--- src/pkg/ncpu_pkg.sv ---
// Shared constants, opcodes, states and carrier structs of the nibble CPU execute block
package ncpu_pkg;

    localparam int PC_W = 12;
    localparam int DADDR_W = 8;
    localparam int NIB_W = 4;

    localparam logic [PC_W-1:0] PC_RST = 12'h000;
    localparam logic [DADDR_W-1:0] SP_RST = 8'h00;
    localparam logic [NIB_W-1:0] NIB_RST = 4'h0;
    localparam logic [1:0] RET_LAST = 2'h2;

    // Full one-byte opcodes
    localparam logic [7:0] OP_NOP = 8'h00;
    localparam logic [7:0] OP_SETC = 8'h01;
    localparam logic [7:0] OP_PUSH = 8'h02;
    localparam logic [7:0] OP_POP = 8'h03;
    localparam logic [7:0] OP_SUB = 8'h0B;
    localparam logic [7:0] OP_ORL = 8'h0D;
    localparam logic [7:0] OP_XRL = 8'h0E;
    localparam logic [7:0] OP_RRC = 8'h0F;
    localparam logic [7:0] OP_LDIND = 8'h80;
    localparam logic [7:0] OP_XCH = 8'h81;
    localparam logic [7:0] OP_LDLOW = 8'h82;
    localparam logic [7:0] OP_STIND = 8'h83;
    localparam logic [7:0] OP_STINC = 8'h84;
    localparam logic [7:0] OP_STDEC = 8'h85;
    localparam logic [7:0] OP_SETF = 8'h87;
    localparam logic [7:0] OP_RET = 8'h90;
    localparam logic [7:0] OP_JNC = 8'h96;
    localparam logic [7:0] OP_JC = 8'h97;

    // Upper-nibble opcode groups, low nibble is the operand except in the branch group, where it selects the instruction
    localparam logic [3:0] HI_LDL = 4'h2;
    localparam logic [3:0] HI_LDH = 4'h3;
    localparam logic [3:0] HI_STIMM = 4'h4;
    localparam logic [3:0] HI_LDA = 4'h5;
    localparam logic [3:0] HI_SFRWR = 4'h6;
    localparam logic [3:0] HI_SFRRD = 4'h7;
    localparam logic [3:0] HI_BRANCH = 4'h9;
    localparam logic [3:0] HI_CMPL = 4'hA;
    localparam logic [3:0] HI_CMPI = 4'hC;
    localparam logic [3:0] HI_CMPD = 4'hD;
    localparam logic [3:0] HI_JMP = 4'hE;

    // Upper six bits of the bit-select opcodes
    localparam logic [5:0] GRP_SETBIT = 6'h23;
    localparam logic [5:0] GRP_JNB = 6'h26;

    typedef enum logic [1:0] {
        S_FETCH = 2'b00,
        S_OPERAND = 2'b01,
        S_ADDR = 2'b10,
        S_EXEC = 2'b11
    } ncpu_state_e;

    typedef struct packed {
        logic we;
        logic [DADDR_W-1:0] addr;
        logic [NIB_W-1:0] wdata;
    } ncpu_dmem_req_s;

    typedef struct packed {
        logic we;
        logic [NIB_W-1:0] addr;
        logic [NIB_W-1:0] wdata;
        logic flagSet;
        logic [NIB_W-1:0] flagIdx;
    } ncpu_sfr_req_s;

endpackage

--- src/logic/ncpu_execute.sv ---
// Fetch, decode and execute core for part of a 4-bit CPU instruction set
//
// Functional notes
// - Carry-set branch: two bytes, adds signed offset only when carry is one.
// - Absolute jump loads PC with opcode low nibble joined to second byte.
// - Bit-clear branch tests pointer-addressed nibble bit, memory left untouched.
// - Carry-clear branch: two bytes, branches when carry zero, carry untouched.
// - Relative branches add signed offset to PC already past both bytes.
// - Indirect moves: store accumulator, load accumulator, load pointer low nibble.
// - Immediate loads of accumulator, pointer high and pointer low nibble.
// - Special register read into accumulator and write from accumulator.
// - Store accumulator then decrement pointer pair, one instruction.
// - Store accumulator or immediate then increment pointer pair.
// - All-zero opcode only advances the program counter.
// - OR memory nibble into accumulator, carry untouched.
// - XOR memory nibble into accumulator, carry untouched.
// - Pop loads accumulator from stack top then decrements stack pointer.
// - Push increments stack pointer then writes accumulator there.
// - Return restores PC nibbles high to low, decrementing stack each read.
// - Rotate right through carry: old carry to bit 3, bit 0 to carry.
// - Set the indirect function flag indexed by pointer low nibble.
// - Set-carry forces carry to one.
// - Set selected bit of pointer-addressed nibble, carry untouched.
// - Subtract memory from accumulator; carry clear on borrow, else set.
// - Exchange accumulator with pointer-addressed nibble, carry untouched.
// - Pointer pair is high:low nibble and wraps across eight bits.
`timescale 1ns/1ps
module ncpu_execute (
    input wire logic clk,
    input wire logic rst,
    input wire logic [7:0] progData,
    input wire logic [3:0] dataRdata,
    input wire logic [3:0] sfrRdata,
    output logic [ncpu_pkg::PC_W-1:0] progAddr,
    output ncpu_pkg::ncpu_dmem_req_s dataReq,
    output ncpu_pkg::ncpu_sfr_req_s sfrReq,
    output logic [3:0] accumulator,
    output logic carryFlag,
    output logic [7:0] dataPointerPair,
    output logic [7:0] stackPointerReg,
    output logic instrDone
);
    import ncpu_pkg::*;

    ncpu_state_e state_r;
    logic [PC_W-1:0] pc_r;
    logic [PC_W-1:0] pcNxt;
    logic [PC_W-1:0] progAddr_r;
    logic [7:0] opcode_r;
    logic [7:0] operand_r;
    logic [1:0] retCount_r;
    logic [NIB_W-1:0] accumulator_r;
    logic carry_r;
    logic [NIB_W-1:0] pointerHighNibble_r;
    logic [NIB_W-1:0] pointerLowNibble_r;
    logic [DADDR_W-1:0] stackPointerReg_r;
    ncpu_dmem_req_s dataReq_r;
    ncpu_sfr_req_s sfrReq_r;
    logic instrDone_r;

    logic [DADDR_W-1:0] pointerPair;
    logic [DADDR_W-1:0] pointerStepped;
    logic [DADDR_W-1:0] spInc;
    logic [DADDR_W-1:0] spDec;
    logic [PC_W-1:0] relTarget;
    logic [3:0] opHi;
    logic [3:0] opLo;
    logic exec;
    logic twoByte;
    logic memBit;
    logic [NIB_W-1:0] bitMask;
    logic retLast;

    assign opHi = opcode_r[7:4];
    assign opLo = opcode_r[3:0];
    assign exec = (state_r == S_EXEC);
    assign pointerPair = {pointerHighNibble_r, pointerLowNibble_r};
    assign relTarget = pc_r + {{4{operand_r[7]}}, operand_r};
    assign memBit = dataRdata[opcode_r[1:0]];
    assign bitMask = NIB_W'(1) << opcode_r[1:0];
    assign retLast = (retCount_r == RET_LAST);

    // Compare-and-branch groups are not executed here, but must still be
    // fetched as two bytes so the instruction stream stays aligned.
    assign twoByte = (progData[7:4] == HI_BRANCH && progData[3:0] != 4'h0)
        || progData[7:4] == HI_CMPL || progData[7:4] == HI_CMPI
        || progData[7:4] == HI_CMPD || progData[7:4] == HI_JMP;

    ncpu_step #(.W(DADDR_W)) ptrStep (
        .value(pointerPair),
        .down(opcode_r == OP_STDEC),
        .result(pointerStepped)
    );
    ncpu_step #(.W(DADDR_W)) spUp (
        .value(stackPointerReg_r),
        .down(1'b0),
        .result(spInc)
    );
    ncpu_step #(.W(DADDR_W)) spDown (
        .value(stackPointerReg_r),
        .down(1'b1),
        .result(spDec)
    );

    // Program counter after the executing instruction
    always_comb
    begin
        pcNxt = pc_r;
        if (opHi == HI_JMP)
        begin
            pcNxt = {opLo, operand_r};
        end
        else if (opcode_r == OP_JC && carry_r)
        begin
            pcNxt = relTarget;
        end
        else if (opcode_r == OP_JNC && !carry_r)
        begin
            pcNxt = relTarget;
        end
        else if (opcode_r[7:2] == GRP_JNB && !memBit)
        begin
            pcNxt = relTarget;
        end
        else if (opcode_r == OP_RET)
        begin
            case (retCount_r)
                2'h0: pcNxt[11:8] = dataRdata;
                2'h1: pcNxt[7:4] = dataRdata;
                default: pcNxt[3:0] = dataRdata;
            endcase
        end
    end

    // Sequencer: fetch opcode, optional operand, set up address, execute
    always_ff @(posedge clk)
    begin
        if (rst)
        begin
            state_r <= S_FETCH;
            pc_r <= PC_RST;
            progAddr_r <= PC_RST;
            opcode_r <= OP_NOP;
            operand_r <= 8'h00;
            retCount_r <= 2'h0;
            instrDone_r <= 1'b0;
        end
        else
        begin
            instrDone_r <= 1'b0;
            case (state_r)
                S_FETCH:
                begin
                    opcode_r <= progData;
                    pc_r <= pc_r + PC_W'(1);
                    progAddr_r <= pc_r + PC_W'(1);
                    state_r <= twoByte ? S_OPERAND : S_ADDR;
                end
                S_OPERAND:
                begin
                    operand_r <= progData;
                    pc_r <= pc_r + PC_W'(1);
                    progAddr_r <= pc_r + PC_W'(1);
                    state_r <= S_ADDR;
                end
                S_ADDR:
                begin
                    retCount_r <= 2'h0;
                    state_r <= S_EXEC;
                end
                default:
                begin
                    pc_r <= pcNxt;
                    if (opcode_r == OP_RET && !retLast)
                    begin
                        retCount_r <= retCount_r + 2'h1;
                    end
                    else
                    begin
                        progAddr_r <= pcNxt;
                        instrDone_r <= 1'b1;
                        state_r <= S_FETCH;
                    end
                end
            endcase
        end
    end

    // Accumulator and carry
    always_ff @(posedge clk)
    begin
        if (rst)
        begin
            accumulator_r <= NIB_RST;
            carry_r <= 1'b0;
        end
        else if (exec)
        begin
            if (opcode_r == OP_LDIND || opcode_r == OP_XCH || opcode_r == OP_POP)
            begin
                accumulator_r <= dataRdata;
            end
            else if (opcode_r == OP_ORL)
            begin
                accumulator_r <= accumulator_r | dataRdata;
            end
            else if (opcode_r == OP_XRL)
            begin
                accumulator_r <= accumulator_r ^ dataRdata;
            end
            else if (opcode_r == OP_SUB)
            begin
                accumulator_r <= accumulator_r - dataRdata;
                carry_r <= !(accumulator_r < dataRdata);
            end
            else if (opcode_r == OP_RRC)
            begin
                accumulator_r <= {carry_r, accumulator_r[3:1]};
                carry_r <= accumulator_r[0];
            end
            else if (opcode_r == OP_SETC)
            begin
                carry_r <= 1'b1;
            end
            else if (opHi == HI_LDA)
            begin
                accumulator_r <= opLo;
            end
            else if (opHi == HI_SFRRD)
            begin
                accumulator_r <= sfrRdata;
            end
        end
    end

    // Data pointer pair
    always_ff @(posedge clk)
    begin
        if (rst)
        begin
            pointerHighNibble_r <= NIB_RST;
            pointerLowNibble_r <= NIB_RST;
        end
        else if (exec)
        begin
            if (opHi == HI_LDH)
            begin
                pointerHighNibble_r <= opLo;
            end
            else if (opHi == HI_LDL)
            begin
                pointerLowNibble_r <= opLo;
            end
            else if (opcode_r == OP_LDLOW)
            begin
                pointerLowNibble_r <= dataRdata;
            end
            else if (opcode_r == OP_STINC || opcode_r == OP_STDEC || opHi == HI_STIMM)
            begin
                // The write still uses the latched old address
                {pointerHighNibble_r, pointerLowNibble_r} <= pointerStepped;
            end
        end
    end

    // Stack pointer
    always_ff @(posedge clk)
    begin
        if (rst)
        begin
            stackPointerReg_r <= SP_RST;
        end
        else if (exec)
        begin
            if (opcode_r == OP_PUSH)
            begin
                stackPointerReg_r <= spInc;
            end
            else if (opcode_r == OP_POP || opcode_r == OP_RET)
            begin
                stackPointerReg_r <= spDec;
            end
        end
    end

    // Data memory request; the write lands on the edge after execute
    always_ff @(posedge clk)
    begin
        if (rst)
        begin
            dataReq_r <= '0;
        end
        else
        begin
            dataReq_r.we <= 1'b0;
            if (state_r == S_ADDR)
            begin
                if (opcode_r == OP_PUSH)
                begin
                    dataReq_r.addr <= spInc;
                end
                else if (opcode_r == OP_POP || opcode_r == OP_RET)
                begin
                    dataReq_r.addr <= stackPointerReg_r;
                end
                else
                begin
                    dataReq_r.addr <= pointerPair;
                end
            end
            else if (exec)
            begin
                if (opcode_r == OP_RET)
                begin
                    dataReq_r.addr <= spDec;
                end
                else if (opcode_r == OP_STIND || opcode_r == OP_STINC
                    || opcode_r == OP_STDEC || opcode_r == OP_PUSH
                    || opcode_r == OP_XCH)
                begin
                    dataReq_r.we <= 1'b1;
                    dataReq_r.wdata <= accumulator_r;
                end
                else if (opHi == HI_STIMM)
                begin
                    dataReq_r.we <= 1'b1;
                    dataReq_r.wdata <= opLo;
                end
                else if (opcode_r[7:2] == GRP_SETBIT)
                begin
                    dataReq_r.we <= 1'b1;
                    dataReq_r.wdata <= dataRdata | bitMask;
                end
            end
        end
    end

    // Special register request and indirect flag set
    always_ff @(posedge clk)
    begin
        if (rst)
        begin
            sfrReq_r <= '0;
        end
        else
        begin
            sfrReq_r.we <= 1'b0;
            sfrReq_r.flagSet <= 1'b0;
            if (state_r == S_ADDR)
            begin
                sfrReq_r.addr <= opLo;
            end
            else if (exec && opHi == HI_SFRWR)
            begin
                sfrReq_r.we <= 1'b1;
                sfrReq_r.wdata <= accumulator_r;
            end
            else if (exec && opcode_r == OP_SETF)
            begin
                sfrReq_r.flagSet <= 1'b1;
                sfrReq_r.flagIdx <= pointerLowNibble_r;
            end
        end
    end

    assign progAddr = progAddr_r;
    assign dataReq = dataReq_r;
    assign sfrReq = sfrReq_r;
    assign accumulator = accumulator_r;
    assign carryFlag = carry_r;
    assign dataPointerPair = pointerPair;
    assign stackPointerReg = stackPointerReg_r;
    assign instrDone = instrDone_r;

    property p_jc_taken;
        @(posedge clk) disable iff (rst)
        (exec && opcode_r == OP_JC && carry_r) |=> (pc_r == $past(relTarget));
    endproperty
    a_jc_taken: assert property (p_jc_taken) else $error("carry-set branch missed");

    property p_jnc;
        @(posedge clk) disable iff (rst)
        (exec && opcode_r == OP_JNC) |=> (carry_r == $past(carry_r))
            && (pc_r == ($past(carry_r) ? $past(pc_r) : $past(relTarget)));
    endproperty
    a_jnc: assert property (p_jnc) else $error("carry-clear branch wrong");

    property p_jmp;
        @(posedge clk) disable iff (rst)
        (exec && opHi == HI_JMP) |=> (progAddr == $past({opLo, operand_r})) && instrDone;
    endproperty
    a_jmp: assert property (p_jmp) else $error("absolute jump target wrong");

    property p_jnb_no_write;
        @(posedge clk) disable iff (rst)
        (exec && opcode_r[7:2] == GRP_JNB) |=> !dataReq.we
            && (pc_r == ($past(memBit) ? $past(pc_r) : $past(relTarget)));
    endproperty
    a_jnb_no_write: assert property (p_jnb_no_write) else $error("bit branch wrong");

    property p_pop;
        @(posedge clk) disable iff (rst)
        (exec && opcode_r == OP_POP) |=> (accumulator == $past(dataRdata))
            && (stackPointerReg == $past(stackPointerReg) - 8'h01);
    endproperty
    a_pop: assert property (p_pop) else $error("pop result wrong");

    property p_push;
        @(posedge clk) disable iff (rst)
        (state_r == S_ADDR && opcode_r == OP_PUSH) |=> ##1 dataReq.we
            && (dataReq.addr == stackPointerReg) && (dataReq.wdata == accumulator);
    endproperty
    a_push: assert property (p_push) else $error("push write wrong");

    property p_ret_three;
        @(posedge clk) disable iff (rst)
        (state_r == S_ADDR && opcode_r == OP_RET) |=> exec [*3] ##1
            (state_r == S_FETCH && stackPointerReg == $past(stackPointerReg, 4) - 8'h03);
    endproperty
    a_ret_three: assert property (p_ret_three) else $error("return pops wrong");

    property p_rrc;
        @(posedge clk) disable iff (rst)
        (exec && opcode_r == OP_RRC) |=> (carryFlag == $past(accumulator[0]))
            && (accumulator == {$past(carryFlag), $past(accumulator[3:1])});
    endproperty
    a_rrc: assert property (p_rrc) else $error("rotate through carry wrong");

    property p_sub_carry;
        @(posedge clk) disable iff (rst)
        (exec && opcode_r == OP_SUB) |=> (carryFlag == ($past(accumulator) >= $past(dataRdata)));
    endproperty
    a_sub_carry: assert property (p_sub_carry) else $error("subtract carry wrong");

    property p_store_dec;
        @(posedge clk) disable iff (rst)
        (exec && opcode_r == OP_STDEC) |=> dataReq.we
            && (dataReq.addr == $past(dataPointerPair))
            && (dataPointerPair == $past(dataPointerPair) - 8'h01);
    endproperty
    a_store_dec: assert property (p_store_dec) else $error("store-decrement wrong");

    property p_nop;
        @(posedge clk) disable iff (rst)
        (exec && opcode_r == OP_NOP) |=> $stable(accumulator) && $stable(carryFlag)
            && $stable(dataPointerPair) && $stable(stackPointerReg) && !dataReq.we;
    endproperty
    a_nop: assert property (p_nop) else $error("no-op changed state");

endmodule

--- src/logic/ncpu_step.sv ---
// Wrapping up/down-by-one stepper used for the pointer pair and the stack pointer
`timescale 1ns/1ps
module ncpu_step #(
    parameter int W = 8
) (
    input wire logic [W-1:0] value,
    input wire logic down,
    output logic [W-1:0] result
);
    // Plain modulo arithmetic gives the wrap on overflow and underflow
    assign result = down ? value - W'(1) : value + W'(1);
endmodule

--- config.mk ---
export PLATFORM = sky130hd
export DESIGN_NAME = ncpu_execute
export DESIGN_NICKNAME = d
export VERILOG_FILES = /design/src/pkg/ncpu_pkg.sv /design/src/logic/ncpu_execute.sv /design/src/logic/ncpu_step.sv
export SDC_FILE = /design/constraint.sdc
export NUM_CORES = 1
export LEC_CHECK = 0
export BUFFER_PORTS_ARGS = -buffer_cell sky130_fd_sc_hd__buf_2
export CAP_MARGIN = 20
export CORE_UTILIZATION = 60
export CTS_CLUSTER_DIAMETER = 50
export DETAILED_ROUTE_END_ITERATION = 12
export GPL_TIMING_DRIVEN = 0
export MAX_ROUTING_LAYER = met4
export PLACE_DENSITY = 0.83
export SYNTH_ARGS = -nofsm -noshare
export SYNTH_HDL_FRONTEND = slang
export SYNTH_SLANG_ARGS = --single-unit
export TNS_END_PERCENT = 5
--- constraint.sdc ---
create_clock -name clk -period 3.2 [get_ports clk]
set_clock_uncertainty 0.05 [all_clocks]
set_input_delay 0.64 -clock clk [delete_from_list [all_inputs] [get_ports clk]]
set_output_delay 0.64 -clock clk [all_outputs]
set_load 0.005 [all_outputs]
==> results of run 1 <==
Yosys cell counts, types with 3 or more instances:
master    instances  share of area
mux2i_1          50          0.076
o211ai_1          6         0.0068
a211oi_1         16          0.018
inv_1            34          0.019
nor2b_1          12          0.011
mux2_2            6          0.010
dfxtp_1          93           0.28
nor2_1          120          0.068
xnor2_1          23          0.030
buf_4             3         0.0034
nand3_1          28          0.021
a311oi_1          4         0.0053
clkbuf_1         30          0.017
or3_1             6         0.0057
buf_6             3         0.0051
nand2_1          81          0.046
nand4_1          10         0.0095
nor3_1           14          0.011
nand3b_1          6         0.0068
o32ai_1           4         0.0053
ha_1             36          0.068
and3_1           10         0.0095
a21o_1            8         0.0091
nor4_1            3         0.0028
a22oi_1           5         0.0057
o21ai_0          46          0.035
a221oi_1          9          0.012
fa_1              3         0.0091
a31oi_1          15          0.014
o21ai_1           7         0.0053
a21oi_1          65          0.049
buf_2            11         0.0083
o22ai_1           7         0.0066
xor2_1           10          0.013
nor3b_1           5         0.0057
buf_1             7         0.0040
nand2b_1         11          0.010
per-layer routing:
layer  vias up  routed length (um)
li1       3228                   -
met1      3163                8620
met2       341                9180
met3        62                1710
met4         0                 684
met5         -                   0
cell type report:
cell class                 instances  area, um^2  share of cell area
buffer                            52         246              0.0334
clock buffer                       9         124              0.0168
sequential                        93        1860               0.252
clock inverter                     6        71.3             0.00966
multi-input combinational        672        4370               0.592
timing repair buffer              80         408              0.0553
inverter                          35         131              0.0178
tap                              136         170              0.0231
per-stage QoR:
stage / area (um^2) / TNS (ps) / hold slack [ps] / setup slack [ps] / power, mW
after floorplan: 6610 / 0 / 398 / 277 / 2.95
after global placement: 7160 / -861 / 392 / -384 / 3.49
after detailed placement: 7160 / -942 / 393 / -460 / 3.52
after CTS: 7370 / 0 / 407 / 67.7 / 4.33
after global routing: 7380 / 0 / 426 / 18.6 / 4.65
final: 7380 / 0 / 406 / 168 / 4.39
cell families (layout without fill, tap and decap cells):
group                      Yosys count  in the layout  share of synthesized area
DFF                                 93             93                      0.282
AOI/OAI and AO/OA                  220            220                      0.212
and+or+nand+nor                    323            323                      0.238
adders and majority gates           39             39                     0.0773
xor gates and xnor gates            33             33                     0.0438
muxes                               57             57                     0.0894
buffers and inverters               89            182                     0.0578
where the power goes:
group | switching, mW | internal [mW] | leakage [nW]
Combinational | 1.23 | 0.777 | 2.41
Clock | 0.460 | 0.364 | 0.0923
Sequential | 0.205 | 1.35 | 0.757
Total | 1.90 | 2.50 | 3.26
layout by cell type (no fill, tap or decap), types with 4 or more instances in the layout:
cell type	instances
nor2_1	120
dfxtp_1	93
buf_2	85
nand2_1	81
a21oi_1	64
mux2i_1	50
o21ai_0	46
ha_1	36
inv_1	33
clkbuf_1	29
nand3_1	28
xnor2_1	23
a211oi_1	16
a31oi_1	15
nor3_1	14
nor2b_1	11
nand2b_1	11
nand4_1	10
and3_1	10
xor2_1	10
a221oi_1	9
clkbuf_8	9
a21o_1	8
buf_4	7
o21ai_1	7
buf_1	7
o22ai_1	7
or3_1	6
o211ai_1	6
nand3b_1	6
mux2_2	6
nor3b_1	5
a22oi_1	5
a311oi_1	4
o32ai_1	4
flip-flops by register name, indices dropped and copies added (netlist names):
| name | cells |
|---|---|
| sfrReq | 14 |
| progAddr | 12 |
| operand_r | 8 |
| opcode_r | 8 |
| retCount_r | 2 |
| stackPointerReg | 8 |
| pointerLowNibble_r | 4 |
| state_r | 2 |
| accumulator | 4 |
| dataReq | 13 |
| pc_r | 12 |
| instrDone | 1 |
| pointerHighNibble_r | 4 |
| carryFlag | 1 |
final timing paths:
check,end,slack (ps)
hold reg to reg,progAddr[8],410
setup / recovery,pointerHighNibble_r[2],170
setup reg to reg,pointerHighNibble_r[2],170
hold / removal,progAddr[8],410
worst max-delay path, cell delays in order (launching register included):
cell      delay (ps)
dfxtp_1          500
buf_4            300
nand4_1          200
buf_4            200
fa_1             370
nor2b_1          180
o21ai_0          130
a21boi_1         210
o21ai_0          140
and3_1           190
or3_1            320
a31oi_1          160
repair_timing:
| action | CTS | global route |
|---|---|---|
| resized for setup | 2 | 4 |
| setup endpoints to repair | 4 | 2 |
| pin swaps | 1 | 1 |
| buffers inserted | 3 | 0 |
==> impl_metrics.yaml, run 1 <==
drt:
  finalWirelength_um: 20200
  dr.pass1.iters: 5
  drtAntennaViolNets: 0
  num_vias: 6794
  drc: 0
  vias_per_cell: 6.27
  wl_per_cell_um: 18.6
  drtIter0Drc: 732
global_routing:
  gr-usage-met3: 0.0681
  grt-ovfl-total: 0
  groute.usage.overall: 0.372
  grt_antenna_before_repair: 0
  grt_max_degree: 20
  grt.met1_usage: 0.480
  grt_pass1_wl_um: 32300
  globalRouteMet2Util: 0.571
  grt_pass1_vias: 6231
  grt_busiest_layer: "met2"
timing:
  slew_headroom: 0.418
  worstMarginPinSlew_ps: 861
  fin_crit_ps: 3030
  setup_viol: 0
  fin_crit_sh: 0.948
  rsz0062_at_grt: "false"
  slew_viol_final: 0
  max_freq_mhz: 330
  finalHoldViolations: 0
placement:
  place_inst: 1067
  place_congestion: 1.00
  io_buffers: 77
  dpl.hpwl_um: 14900
power:
  pwr_density_cell_nw_per_um2: 595
  ir_drop_uv: 284
  p_leak_nw: 3.26
yosys:
  syn_avg_cell_area_um2: 7.73
  synth_edf_count: 0
  yosysSeqAreaShare: 0.282
  ys_warn_count: 0
  synth-seq-cells: 93
  synth_nets: 911
  synthCells: 854
  netlist_area_um2: 6610
  synth.distinct_cells: 75
  synthArstFlopShare: 0
  synthFlopType: "dfxtp_1"
setup_path:
  ff2ff_path_depth: 11
  cp.required_ps: 3450
  endpoint_kind: "flop"
  start_kind: "flop"
  r2r-start: "opcode_r[2]"
  arrival_ps: 3280
  path_class: "flop to flop"
  cp_max_fo: 19
  crit_path_start: "opcode_r[2]"
clocking:
  cts_max_level: 3
  clkSlewWorstSetupHoldPaths_ps: 110
  clk_path_buf_depth: 2
  clock-sinks: 93
  holdBufCountCts: 0
  cts_tree: "yes"
  cts_buffers: 9
  cts_root_buf: "clkbuf_8"
  clkLatencyLatePin_ps: 380
floorplan:
  dieHeight_um: 107
  io_pins: 79
  initial_core_util: 0.629
  die_w_um: 107
  dieArea_um2: 11400
  rows: 37
  core_area_um2: 10500
hold_path:
  hold_depth: 2
  holdCritPathClass: "flop to flop"
  min-delay-start: "progAddr[8]"
cells_and_area:
  finish.net_count: 1000
  fillerInstances: 941
  area_growth_pct: 11.7
  drive_above_1_share: 0.144
  diodes: 0
  final_core_util: 0.702
  stdcell_count: 1083
run_status:
  status: "complete, no violations"
run:
  cap_violations: 0
(Power assumes the default switching activity.)
==> run 2, diff against run 1 <==
--- a/config.mk
+++ b/config.mk
@@ -5,7 +5,7 @@
 export SDC_FILE = /design/constraint.sdc
 export NUM_CORES = 1
 export LEC_CHECK = 0
-export BUFFER_PORTS_ARGS = -buffer_cell sky130_fd_sc_hd__buf_2
+export BUFFER_PORTS_ARGS = -buffer_cell sky130_fd_sc_hd__buf_4
 export CAP_MARGIN = 20
 export CORE_UTILIZATION = 60
 export CTS_CLUSTER_DIAMETER = 50
==> run 2 against run 1 <==
  * Cell count increased by 0.37%
  * Worst setup slack gained 27 ps
  * Combinational power increased by 6%
  * Sequential power about the same
  * Non-clock buffer count grew 3
  * Critical path type unchanged
  * Die area unchanged
  * Utilization increased by 2.3 points
  * Sequential cell count stayed put
  * Routed wire length grew 10%
  * Hold slack improved by 5.4 ps
  * Clock power rose by 13%
  * Cell area rose by 3.3%
==> impl_metrics.yaml, run 2 (same netlist as run 1, synthesis figures left out) <==
timing:
  max_freq_mhz: 333
  setup_tns_ps: 0
  fin_crit_sh: 0.939
  finalHoldViolations: 0
  setup_viol: 0
  slew_headroom: 0.379
  slew_viol_final: 0
  fin_crit_ps: 3010
  worstMarginPinSlew_ps: 919
setup_path:
  path_class: "flop to flop"
  endpoint_kind: "flop"
  cp.required_ps: 3480
  start_kind: "flop"
  crit_path_start: "opcode_r[7]"
  r2r-start: "opcode_r[7]"
  endpoint: "pointerHighNibble_r[2]"
  reg2reg_slack_ps: 190
  r2r_end: "pointerHighNibble_r[2]"
  arrival_ps: 3290
  cp_max_fo: 10
  ff2ff_path_depth: 12
power:
  swShare: 0.430
  pwr_density_cell_nw_per_um2: 606
  pwr-share-clk: 0.201
  pwr-share-comb: 0.460
  intPower_mw: 2.63
  p_leak_nw: 3.30
  seqPwrFrac: 0.339
  ir_drop_uv: 410
  switchingPower_mw: 1.99
clocking:
  cts_max_level: 3
  cts_root_buf: "clkbuf_8"
  holdBufCountCts: 0
  clock-sinks: 93
  clkLatencyLatePin_ps: 400
  clk_path_buf_depth: 2
  cts_buffers: 9
  clkSlewWorstSetupHoldPaths_ps: 100
  cts_tree: "yes"
run_status:
  status: "complete, no violations"
floorplan:
  die_w_um: 107
  rows: 37
  dieArea_um2: 11400
  core_area_um2: 10500
  dieHeight_um: 107
  io_pins: 79
  initial_core_util: 0.629
cells_and_area:
  final_common_cell: "nor2_1"
  multi_input_area_um2: 4370
  area_growth_pct: 15.4
  fillerInstances: 853
  drive_above_1_share: 0.146
  final_core_util: 0.725
  regArea_um2: 1860
  finish.net_count: 1003
  largest_register_ffs: 14
  final_cell_mix: "nor2_1 (120), dfxtp_1 (93), buf_4 (87)"
  diodes: 0
drt:
  drtIter0Drc: 754
  finalWirelength_um: 22200
  num_vias: 7022
  vias_per_cell: 6.46
  wl_per_cell_um: 20.4
  drtAntennaViolNets: 0
  dr.pass1.iters: 8
  drc: 0
placement:
  io_buffers: 77
  place_congestion: 0.988
  dpl.hpwl_um: 16100
run:
  cap_violations: 0
global_routing:
  grt_pass1_vias: 6791
  grt_max_degree: 20
  grt-ovfl-total: 0
  groute.usage.overall: 0.407
  grt_pass1_wl_um: 34800
  grt_antenna_before_repair: 0
hold_path:
  holdCritPathClass: "flop to flop"
run 2: cell count changes in the layout (fill, tap and decap cells not counted):
cell	before	now
clkinv_4	1	2
buf_2	85	8
o21ai_0	46	45
bufinv_16	1	2
clkbuf_1	29	30
buf_4	7	87
o21ai_1	7	8
clkinvlp_4	2	0
run 2: per-stage QoR:
stage | setup slack [ps] | hold WS (ps) | instances | area [um^2] | total power, mW
6_report | 194 | 411 | 1087 | 7620 | 4.62
5_1_grt | -8.14 | 429 | 1087 | 7620 | 4.86
4_1_cts | 5.28 | 413 | 1084 | 7590 | 4.56
3_5_place_dp | -352 | 399 | 1067 | 7350 | 3.63
3_3_place_gp | -337 | 395 | 1067 | 7350 | 3.57
2_1_floorplan | 277 | 398 | 854 | 6610 | 2.95
run 2: critical path, cell delays in order, from the launching register on:
cell      delay [ps]
dfxtp_1          420
clkbuf_4         230
nor2b_2          190
nand4_1          180
buf_4            200
fa_1             370
nor2b_1          130
o21ai_0          130
a21boi_1         250
o21ai_1          120
and3_1           190
or3_1            310
a31oi_1          170
run 2: routing by layer:
metal | vias up | wire length, um | GRT usage
met5 | - | 0 | -
met4 | 0 | 964 | 0.230
met3 | 88 | 1990 | 0.0894
met2 | 376 | 10300 | 0.635
met1 | 3327 | 9000 | 0.485
li1 | 3231 | - | -
run 2: cell type report:
cell class | count | area share
Inverter | 35 | 0.0172
Sequential cell | 93 | 0.244
Multi-Input combinational cell | 672 | 0.573
Clock buffer | 10 | 0.0167
Clock inverter | 6 | 0.0125
Buffer | 52 | 0.0323
Timing Repair Buffer | 83 | 0.0817
Tap cell | 136 | 0.0223
run 2: worst min path at each step:
stage,cells after the start,slack [ps],end,startpoint
5_1_grt,2,430,progAddr[9],progAddr[9]
3_5_place_dp,2,400,progAddr[9],progAddr[9]
6_report,2,410,progAddr[9],progAddr[9]
3_3_place_gp,2,390,progAddr[5],progAddr[5]
4_1_cts,2,410,progAddr[9],progAddr[9]
2_1_floorplan,2,400,progAddr[5],progAddr[5]
run 2: repair_timing:
action	4_1_cts	5_1_grt
endpoints found under the setup margin	5	3
hold endpoints to repair	0	0
buffers inserted	2	4
gates resized for setup	1	7
pin swaps	2	0
run 2: power by group through the flow:
stage / registers (mW) / clock network, mW / logic (mW)
final: 1.57 / 0.927 / 2.13
after global routing: 1.59 / 0.976 / 2.30
after CTS: 1.56 / 0.930 / 2.07
after detailed placement: 1.58 / 0 / 2.04
after global placement: 1.57 / 0 / 2.00
after floorplan: 1.53 / 0 / 1.41
